==> src/pvd_defs.svh <==
`ifndef PVD_DEFS_SVH
`define PVD_DEFS_SVH

// ****************************************
// register offsets
// ****************************************
`define PVD_OFS_PAGE_SELECT 8'h00
`define PVD_OFS_POWER_CONFIG 8'h75
`define PVD_OFS_CHECKSUM 8'h7E
`define PVD_OFS_DETECT_CFG_ONE 8'h1E
`define PVD_OFS_DETECT_CFG_TWO 8'h1F

// ****************************************
// pages
// ****************************************
`define PVD_PAGE_ZERO 8'h00
`define PVD_PAGE_ONE 8'h01

// ****************************************
// reset values
// ****************************************
`define PVD_RST_PAGE_SELECT 8'h00
`define PVD_RST_CHECKSUM 8'h00
`define PVD_RST_DETECT_CFG_ONE 8'h20
`define PVD_RST_DETECT_CFG_TWO 8'h08
`define PVD_RST_BIT 1'h0

// ****************************************
// field positions
// ****************************************
`define PVD_CFG1_POLICY_HI 7
`define PVD_CFG1_POLICY_LO 6
`define PVD_CFG1_CHAN_HI 5
`define PVD_CFG1_CHAN_LO 4
`define PVD_CFG1_CLK_HI 3
`define PVD_CFG1_CLK_LO 2
`define PVD_CFG1_RATE_HI 1
`define PVD_CFG1_RATE_LO 0
`define PVD_CFG2_PIN_INT 6
`define PVD_CFG2_DET_REC 3
`define PVD_CFG2_WRITE_MASK 8'hD8
`define PVD_PWR_CONV_BIT 6
`define PVD_PWR_DET_BIT 0

// ****************************************
// control bus
// ****************************************
`define PVD_BIT_LAST 3'h7
`define PVD_BIT_FIRST 3'h0
`define PVD_BYTE_ZERO 8'h00
`define PVD_ADDR_STEP 8'h01
`define PVD_DEV_ADDR_DEFAULT 7'h4C

`endif

==> src/pvd_pkg.sv <==
package pvd_pkg;

	typedef enum logic [2:0] {
		PVD_ST_IDLE = 3'h0,
		PVD_ST_ADDR = 3'h1,
		PVD_ST_REG = 3'h2,
		PVD_ST_WDATA = 3'h3,
		PVD_ST_ACK = 3'h4,
		PVD_ST_RDATA = 3'h5,
		PVD_ST_RACK = 3'h6,
		PVD_ST_RLOAD = 3'h7
	} pvd_state_e;

	typedef enum logic [1:0] {
		PVD_POL_HOST = 2'h0,
		PVD_POL_DETECT_BOTH = 2'h1,
		PVD_POL_DETECT_UP = 2'h2,
		PVD_POL_DETECT_DOWN = 2'h3
	} pvd_policy_e;

	typedef enum logic [1:0] {
		PVD_CLK_INTERNAL_OSC = 2'h0,
		PVD_CLK_BIT_CLOCK = 2'h1,
		PVD_CLK_MASTER_CLOCK = 2'h2,
		PVD_CLK_CUSTOM = 2'h3
	} pvd_clk_sel_e;

	typedef enum logic [1:0] {
		PVD_RATE_3072K = 2'h0,
		PVD_RATE_6144K = 2'h1,
		PVD_RATE_12288K = 2'h2,
		PVD_RATE_18432K = 2'h3
	} pvd_rate_e;

	typedef struct packed {
		pvd_policy_e auto_power_policy;
		logic [3:0] monitored_channel_onehot;
		pvd_clk_sel_e detector_clock_select;
		pvd_rate_e external_clock_rate_select;
		logic data_pin_interrupt_enable;
		logic detect_while_recording_enable;
	} pvd_cfg_s;

	typedef struct packed {
		logic scl_in;
		logic sda_in;
	} pvd_bus_in_s;

endpackage : pvd_pkg

==> src/pvd_regs.sv <==
// Contract
// - 8-bit transaction checksum readable; a host write to it loads the written byte.
// - any write to another register on any page updates the checksum.
// - 8-bit page select picks which page later accesses reach, codes 0 to 255.
// - bits 7-6 choose host or detector driven converter power-up and power-down.
// - bits 5-4 pick monitored channel 1 to 4, reset code 2.
// - bits 3-2 pick detector clock: oscillator, bit clock, master clock, custom.
// - bits 1-0 declare external detector clock rate 3.072 to 18.432 MHz.
// - pin-interrupt bit puts detector interrupt on data pin while not recording.
// - detect-while-recording bit keeps detection running during recording, reset set.
// - detector runs only while the detector enable bit is set.
// - converter power bit powers all enabled channels up when set, down when clear.
`timescale 1ns/1ps
`include "pvd_defs.svh"

module pvd_regs #(
	parameter logic [6:0] DEV_ADDR = `PVD_DEV_ADDR_DEFAULT
) (
	input wire logic sys_clk,
	input wire logic nrst,
	input wire pvd_pkg::pvd_bus_in_s bus_in,
	output logic sda_out,
	output logic sda_drive_n,
	input wire logic voice_start,
	input wire logic voice_end,
	input wire logic converter_recording,
	input wire logic detector_irq,
	input wire logic audio_data,
	output logic serial_data_out_pin,
	output logic detector_run,
	output logic converter_power_on,
	output logic [7:0] page_select,
	output pvd_pkg::pvd_cfg_s cfg
);
	import pvd_pkg::*;

	// ****************************************
	// control bus bit level
	// ****************************************
	pvd_state_e state_reg;
	pvd_state_e after_ack_reg;
	logic scl_prev_reg;
	logic sda_prev_reg;
	logic [2:0] bit_reg;
	logic [7:0] shift_reg;
	logic [7:0] addr_reg;
	logic ack_drive_reg;
	logic master_ack_reg;

	wire scl_rise = bus_in.scl_in & ~scl_prev_reg;
	wire scl_fall = ~bus_in.scl_in & scl_prev_reg;
	wire start_cond = bus_in.scl_in & scl_prev_reg & sda_prev_reg & ~bus_in.sda_in;
	wire stop_cond = bus_in.scl_in & scl_prev_reg & ~sda_prev_reg & bus_in.sda_in;
	wire [7:0] shift_in = {shift_reg[6:0], bus_in.sda_in};
	wire byte_end = scl_rise & (bit_reg == `PVD_BIT_LAST);
	wire addr_match = shift_in[7:1] == DEV_ADDR;
	wire wr_strobe = byte_end & (state_reg == PVD_ST_WDATA);
	wire [7:0] wr_data = shift_in;
	wire ack_end = scl_fall & (state_reg == PVD_ST_ACK) & ack_drive_reg;
	wire load_rd = (ack_end & (after_ack_reg == PVD_ST_RDATA))
		| (scl_fall & (state_reg == PVD_ST_RLOAD) & master_ack_reg);
	logic [7:0] rd_data;

	// ****************************************
	// control bus state machine
	// ****************************************
	always_ff @(posedge sys_clk or negedge nrst) begin
		if (!nrst) begin
			state_reg <= PVD_ST_IDLE;
			after_ack_reg <= PVD_ST_IDLE;
			scl_prev_reg <= 1'h1;
			sda_prev_reg <= 1'h1;
			bit_reg <= `PVD_BIT_FIRST;
			shift_reg <= `PVD_BYTE_ZERO;
			addr_reg <= `PVD_BYTE_ZERO;
			ack_drive_reg <= 1'h0;
			master_ack_reg <= 1'h0;
		end else begin
			scl_prev_reg <= bus_in.scl_in;
			sda_prev_reg <= bus_in.sda_in;
			if (start_cond) begin
				state_reg <= PVD_ST_ADDR;
				bit_reg <= `PVD_BIT_FIRST;
				ack_drive_reg <= 1'h0;
			end else if (stop_cond) begin
				state_reg <= PVD_ST_IDLE;
				ack_drive_reg <= 1'h0;
			end else begin
				case (state_reg)
				PVD_ST_ADDR, PVD_ST_REG, PVD_ST_WDATA: begin
					if (scl_rise) begin
						shift_reg <= shift_in;
						bit_reg <= bit_reg + 3'h1;
					end
					if (byte_end) begin
						if (state_reg == PVD_ST_ADDR) begin
							state_reg <= addr_match ? PVD_ST_ACK : PVD_ST_IDLE;
							after_ack_reg <= shift_in[0] ? PVD_ST_RDATA : PVD_ST_REG;
						end else if (state_reg == PVD_ST_REG) begin
							addr_reg <= shift_in;
							state_reg <= PVD_ST_ACK;
							after_ack_reg <= PVD_ST_WDATA;
						end else begin
							addr_reg <= addr_reg + `PVD_ADDR_STEP;
							state_reg <= PVD_ST_ACK;
							after_ack_reg <= PVD_ST_WDATA;
						end
					end
				end
				PVD_ST_ACK: begin
					if (scl_fall) begin
						ack_drive_reg <= ~ack_drive_reg;
						if (ack_drive_reg) begin
							state_reg <= after_ack_reg;
							bit_reg <= `PVD_BIT_FIRST;
						end
					end
				end
				PVD_ST_RDATA: begin
					// hold the last bit until the clock falls: letting go while high is a stop
					if (scl_rise) begin
						bit_reg <= bit_reg + 3'h1;
					end else if (scl_fall) begin
						if (bit_reg == `PVD_BIT_FIRST) begin
							state_reg <= PVD_ST_RACK;
						end else begin
							shift_reg <= {shift_reg[6:0], 1'h0};
						end
					end
				end
				PVD_ST_RACK: begin
					if (scl_rise) begin
						master_ack_reg <= ~bus_in.sda_in;
						state_reg <= PVD_ST_RLOAD;
					end
				end
				PVD_ST_RLOAD: begin
					if (scl_fall) begin
						state_reg <= master_ack_reg ? PVD_ST_RDATA : PVD_ST_IDLE;
						bit_reg <= `PVD_BIT_FIRST;
					end
				end
				default: begin
					state_reg <= PVD_ST_IDLE;
				end
				endcase
				if (load_rd) begin
					shift_reg <= rd_data;
					addr_reg <= addr_reg + `PVD_ADDR_STEP;
				end
			end
		end
	end

	// open drain: only ever pulls low
	assign sda_out = 1'h0;
	assign sda_drive_n = ~(((state_reg == PVD_ST_ACK) & ack_drive_reg)
		| ((state_reg == PVD_ST_RDATA) & ~shift_reg[7]));

	// ****************************************
	// register decode
	// ****************************************
	logic [7:0] page_reg;
	logic [7:0] checksum_reg;
	logic [7:0] cfg_one_reg;
	logic [7:0] cfg_two_reg;
	logic conv_power_reg;
	logic det_enable_reg;

	wire on_page0 = page_reg == `PVD_PAGE_ZERO;
	wire on_page1 = page_reg == `PVD_PAGE_ONE;
	wire hit_page = addr_reg == `PVD_OFS_PAGE_SELECT;
	wire hit_checksum = on_page0 & (addr_reg == `PVD_OFS_CHECKSUM);
	wire hit_power = on_page0 & (addr_reg == `PVD_OFS_POWER_CONFIG);
	wire hit_cfg_one = on_page1 & (addr_reg == `PVD_OFS_DETECT_CFG_ONE);
	wire hit_cfg_two = on_page1 & (addr_reg == `PVD_OFS_DETECT_CFG_TWO);
	wire [7:0] power_rd = {1'h0, conv_power_reg, 5'h00, det_enable_reg};
	wire [7:0] cfg_two_wr = wr_data & `PVD_CFG2_WRITE_MASK;

	assign rd_data = hit_page ? page_reg
		: hit_checksum ? checksum_reg
		: hit_power ? power_rd
		: hit_cfg_one ? cfg_one_reg
		: hit_cfg_two ? cfg_two_reg
		: `PVD_BYTE_ZERO;

	// ****************************************
	// register storage
	// ****************************************
	always_ff @(posedge sys_clk or negedge nrst) begin
		if (!nrst) begin
			page_reg <= `PVD_RST_PAGE_SELECT;
			checksum_reg <= `PVD_RST_CHECKSUM;
			cfg_one_reg <= `PVD_RST_DETECT_CFG_ONE;
			cfg_two_reg <= `PVD_RST_DETECT_CFG_TWO;
			det_enable_reg <= `PVD_RST_BIT;
		end else if (wr_strobe) begin
			if (hit_page) begin
				page_reg <= wr_data;
			end
			if (hit_checksum) begin
				checksum_reg <= wr_data;
			end else begin
				checksum_reg <= checksum_reg + wr_data;
			end
			if (hit_cfg_one) begin
				cfg_one_reg <= wr_data;
			end
			if (hit_cfg_two) begin
				cfg_two_reg <= cfg_two_wr;
			end
			if (hit_power) begin
				det_enable_reg <= wr_data[`PVD_PWR_DET_BIT];
			end
		end
	end

	// ****************************************
	// converter power handling
	// ****************************************
	wire [1:0] policy = cfg_one_reg[`PVD_CFG1_POLICY_HI:`PVD_CFG1_POLICY_LO];
	wire det_up = (policy == PVD_POL_DETECT_BOTH) | (policy == PVD_POL_DETECT_UP);
	wire det_down = (policy == PVD_POL_DETECT_BOTH) | (policy == PVD_POL_DETECT_DOWN);
	wire host_pwr_wr = wr_strobe & hit_power;

	// detector events win over a host write in the same cycle
	always_ff @(posedge sys_clk or negedge nrst) begin
		if (!nrst) begin
			conv_power_reg <= `PVD_RST_BIT;
		end else if (det_up & voice_start & detector_run) begin
			conv_power_reg <= 1'h1;
		end else if (det_down & voice_end & detector_run) begin
			conv_power_reg <= 1'h0;
		end else if (host_pwr_wr) begin
			conv_power_reg <= wr_data[`PVD_PWR_CONV_BIT];
		end
	end

	// ****************************************
	// detector control and data pin
	// ****************************************
	wire pin_int = cfg_two_reg[`PVD_CFG2_PIN_INT];
	wire det_rec = cfg_two_reg[`PVD_CFG2_DET_REC];
	wire pin_int_mode = pin_int & ~converter_recording;
	wire [1:0] chan = cfg_one_reg[`PVD_CFG1_CHAN_HI:`PVD_CFG1_CHAN_LO];

	always_ff @(posedge sys_clk or negedge nrst) begin
		if (!nrst) begin
			serial_data_out_pin <= 1'h0;
			detector_run <= 1'h0;
		end else begin
			serial_data_out_pin <= pin_int_mode ? detector_irq : audio_data;
			detector_run <= det_enable_reg & (~converter_recording | det_rec);
		end
	end

	assign converter_power_on = conv_power_reg;
	assign page_select = page_reg;
	assign cfg.auto_power_policy = pvd_policy_e'(policy);
	assign cfg.monitored_channel_onehot = 4'h1 << chan;
	assign cfg.detector_clock_select =
		pvd_clk_sel_e'(cfg_one_reg[`PVD_CFG1_CLK_HI:`PVD_CFG1_CLK_LO]);
	assign cfg.external_clock_rate_select =
		pvd_rate_e'(cfg_one_reg[`PVD_CFG1_RATE_HI:`PVD_CFG1_RATE_LO]);
	assign cfg.data_pin_interrupt_enable = pin_int;
	assign cfg.detect_while_recording_enable = det_rec;

endmodule : pvd_regs

==> config.mk <==
export PLATFORM = sky130hd
export DESIGN_NAME = pvd_regs
export DESIGN_NICKNAME = d
export VERILOG_FILES = /design/src/pvd_pkg.sv /design/src/pvd_regs.sv
export VERILOG_INCLUDE_DIRS = /design/src
export SDC_FILE = /design/constraint.sdc
export NUM_CORES = 1
export LEC_CHECK = 0
export BUFFER_PORTS_ARGS = -buffer_cell sky130_fd_sc_hd__buf_2
export CAP_MARGIN = 25
export CORE_MARGIN = 3
export CORE_UTILIZATION = 60
export CTS_CLUSTER_SIZE = 20
export DETAILED_ROUTE_END_ITERATION = 6
export PLACE_DENSITY = 0.8
export SYNTH_ARGS = -nofsm -noshare
export SYNTH_HDL_FRONTEND = slang
export SYNTH_SLANG_ARGS = --single-unit
export TNS_END_PERCENT = 100
==> constraint.sdc <==
create_clock -name sys_clk -period 2.8 [get_ports sys_clk]
set_input_delay 0.7 -clock sys_clk [delete_from_list [all_inputs] [get_ports sys_clk]]
set_output_delay 0.7 -clock sys_clk [all_outputs]
set_load 0.05 [all_outputs]
==> run_results.csv <==
group,metric,value,unit
clock_tree,clock_latency,0.35,ns
logic_synthesis,synth-edff-count,0,
placed_design,io_buffer_count,32,
placed_design,place_area,4040,µm²
power_and_ir_drop,peakVddDrop,383,µV
critical_path,crit_type,"register to output pin",
timing,setup_violations,0,
logic_synthesis,synth_area_leaders,"dfrtp_1 37%, mux2_2 5.5%, ha_1 5.2%, nand2_1 3.1%, o21ai_0 2.9%",
power_and_ir_drop,p_seq_frac,0.464,
route,first_iter_violations,383,
die,die_y,86.2,µm
layout,drive_above_1_share,0.199,
route,avgRoutedWirePerCell,18.7,µm
critical_path,critPathMaxFanout,18,
critical_path,crit_chain,"buf_4 > nand2_1 > o211ai_1 > buf_2",
logic_synthesis,synth_warnings,0,
logic_synthesis,synth_cells,414,
critical_path,critPathMaxStageDelay,0.67,ns
layout,layout_commonest_cell,"dfrtp_1",
clock_tree,post-cts-setup-buffer-count,0,
hold_path,hold_class,"input pin to async pin",
timing,tns,0,ns
power_and_ir_drop,p_comb_frac,0.114,
layout,insertedDiodeCount,0,
global_routing,globalRouteTotalUtil,0.285,
logic_synthesis,syn-num-nets,440,
power_and_ir_drop,power_per_cell_area,532,nW/µm²
layout,fin_area,4280,µm²
die,start_util,0.637,
route,vias,3353,
route,ant_nets,0,
power_and_ir_drop,swShare,0.280,
run,maxCapViolCount,0,
layout,final_cell_mix,"57 x dfrtp_1, 32 x nand2_1, 32 x buf_2",
route,post-route-drc-count,0,
logic_synthesis,synth_top_area_share,0.370,
clock_tree,cts_sinks,61,
placed_design,dp_hpwl,6700,µm
clock_tree,ctsHtreeMaxLevel,3,
power_and_ir_drop,p_sw,0.000638,W
die,fp-row-count,28,
timing,period_share,0.859,
global_routing,antenna_found_initial,0,
global_routing,grt_pass1_wl,16600,µm
die,fp.coreArea,6060,µm²
route,first_pass_iters,6,
power_and_ir_drop,intPower,0.00164,W
die,dieArea,7430,µm²
logic_synthesis,syn-cell-area,3860,µm²
logic_synthesis,yosysSeqAreaShare,0.397,
timing,worstMarginPinSlew,0.643,ns
critical_path,cp_slowest_cell,"dfrtp_1",
power_and_ir_drop,p_leak,1.98,nW
clock_tree,cts_tree,"yes",
global_routing,grt_pass1_vias,3202,
die,die_w,86.2,µm
run_status,status,"completed",
timing,skew,0.00842,ns
critical_path,cp-start-kind,"register",
clock_tree,root_buffer,"clkbuf_8",
route,wl,9680,µm
power_and_ir_drop,clockPowerShare,0.423,
timing,slew_headroom,0.571,
timing,fin_crit,2.41,ns
logic_synthesis,yosysTopAreaCell,"dfrtp_1",
clock_tree,cts_hold_buf,0,
clock_tree,cts_resized,0,
logic_synthesis,async_flop_share,1.00,
route,viasPerCell,6.49,
clock_tree,path_clk_slew,0.08,ns
clock_tree,numCtsBuffers,9,
clock_tree,cts_buffer_depth,2,
timing,drv_slew,0,
critical_path,worstPathArrival,1.71,ns
timing,rsz0062_at_grt,"no",
critical_path,critPathCaptureType,"output pin",
layout,area_growth,10.8,%
placed_design,gp_congestion,0.903,
logic_synthesis,synth_flop_cell,"dfrtp_1",
global_routing,grt_max_degree,62,
logic_synthesis,yosysUniqueCellTypes,69,
critical_path,required,2.10,ns
logic_synthesis,synth_seq_cells,61,
global_routing,overflow,0,
logic_synthesis,synth.avg_cell_area,9.32,µm²
layout,fin_nets,463,
timing,hold_violations,0,
timing,max_freq,416,MHz
die,ioPinCount,34,
==> through the flow <==
step                      utilization  hold slack (ns)  total power, W  setup WS (ns)  std cells
final                           0.706            0.344         0.00227          0.395        517
after floorplan                     -            0.404         0.00120          0.417        414
after global routing            0.706            0.373         0.00236          0.302        517
after detailed placement        0.666            0.495         0.00132          0.263        501
after global placement          0.666            0.491         0.00131          0.355        501
after CTS                       0.706            0.362         0.00227          0.427        517
==> path summary, 6_finish.rpt <==
path,from,endpoint,slack (ns),depth (start not counted)
min reg2reg,cfg_two_reg[7],cfg_two_reg[7],0.52,1
min in group sys_clk,bus_in[1],scl_prev_reg,0.52,1
max,state_reg[0],sda_drive_n,0.39,4
max reg2reg,state_reg[1],state_reg[0],0.47,5
max in group asynchronous,nrst,cfg_two_reg[3],2.13,2
min,nrst,state_reg[2],0.34,2
==> power groups by stage <==
stage	logic, W	registers, W	clock network (W)
6_report	0.000259	0.00105	0.000961
5_1_grt	0.000298	0.00106	0.00101
4_1_cts	0.000258	0.00105	0.000965
3_5_place_dp	0.000257	0.00106	0
3_3_place_gp	0.000249	0.00106	0
2_1_floorplan	0.000203	0.000999	0
==> cells by family (layout without fill, tap and decap cells) <==
kind of cell	after synthesis	in the layout	synth area share
AO/OA/AOI/OAI	114	114	0.209
XOR/XNOR	7	7	0.0159
adder cells (fa/ha/maj)	17	17	0.0571
buffers and inverters	51	79	0.0623
flip-flops	61	61	0.397
multiplexers	23	23	0.0658
other	1	1	0.000972
AND/OR/NAND/NOR	140	140	0.192
==> metal layers <==
layer	share of wire	up-vias	global-route usage
met2	0.46	145	0.425
li1	-	1565	-
met5	0	-	0
met4	0.016	0	0.0992
met1	0.45	1626	0.421
met3	0.073	17	0.0485
==> area by class of cell <==
class                           instances  area [µm²]
Tap cell                               75        93.8
Timing Repair Buffer                   42         248
Inverter                               21        78.8
Clock buffer                            9         124
Sequential cell                        61        1530
Clock inverter                          7         114
Fill cell                             456        1780
Multi-Input combinational cell        302        2090
==> synthesized netlist by cell type, types with 3 or more instances <==
cell type and n:
nand2b_1 5, buf_4 9, and3_1 5, o41ai_1 3
a222oi_1 3, nand2_1 32, a31oi_1 7, ha_1 16
xnor2_1 5, nand3_1 15, a22oi_1 7, a21oi_1 18
mux2i_1 4, dfstp_2 4, dfrtp_1 57, nor2b_1 7
o21ai_0 22, nor3_1 18, nor2_1 29, o22a_1 10
mux2_2 19, o21bai_1 3, inv_1 21, o211ai_1 5
o31ai_1 5, and2_1 5, o21a_1 3, nor4_1 3
o22ai_1 3, buf_2 6, a211oi_1 5, clkbuf_1 14
==> critical path: cells and delay by family (launching register included) <==
family          cells  cell delay, ns
compound gates      1            0.09
buf+inv             2            0.55
flops               1            0.67
simple gates        1            0.06
(Power assumes the default switching activity.)
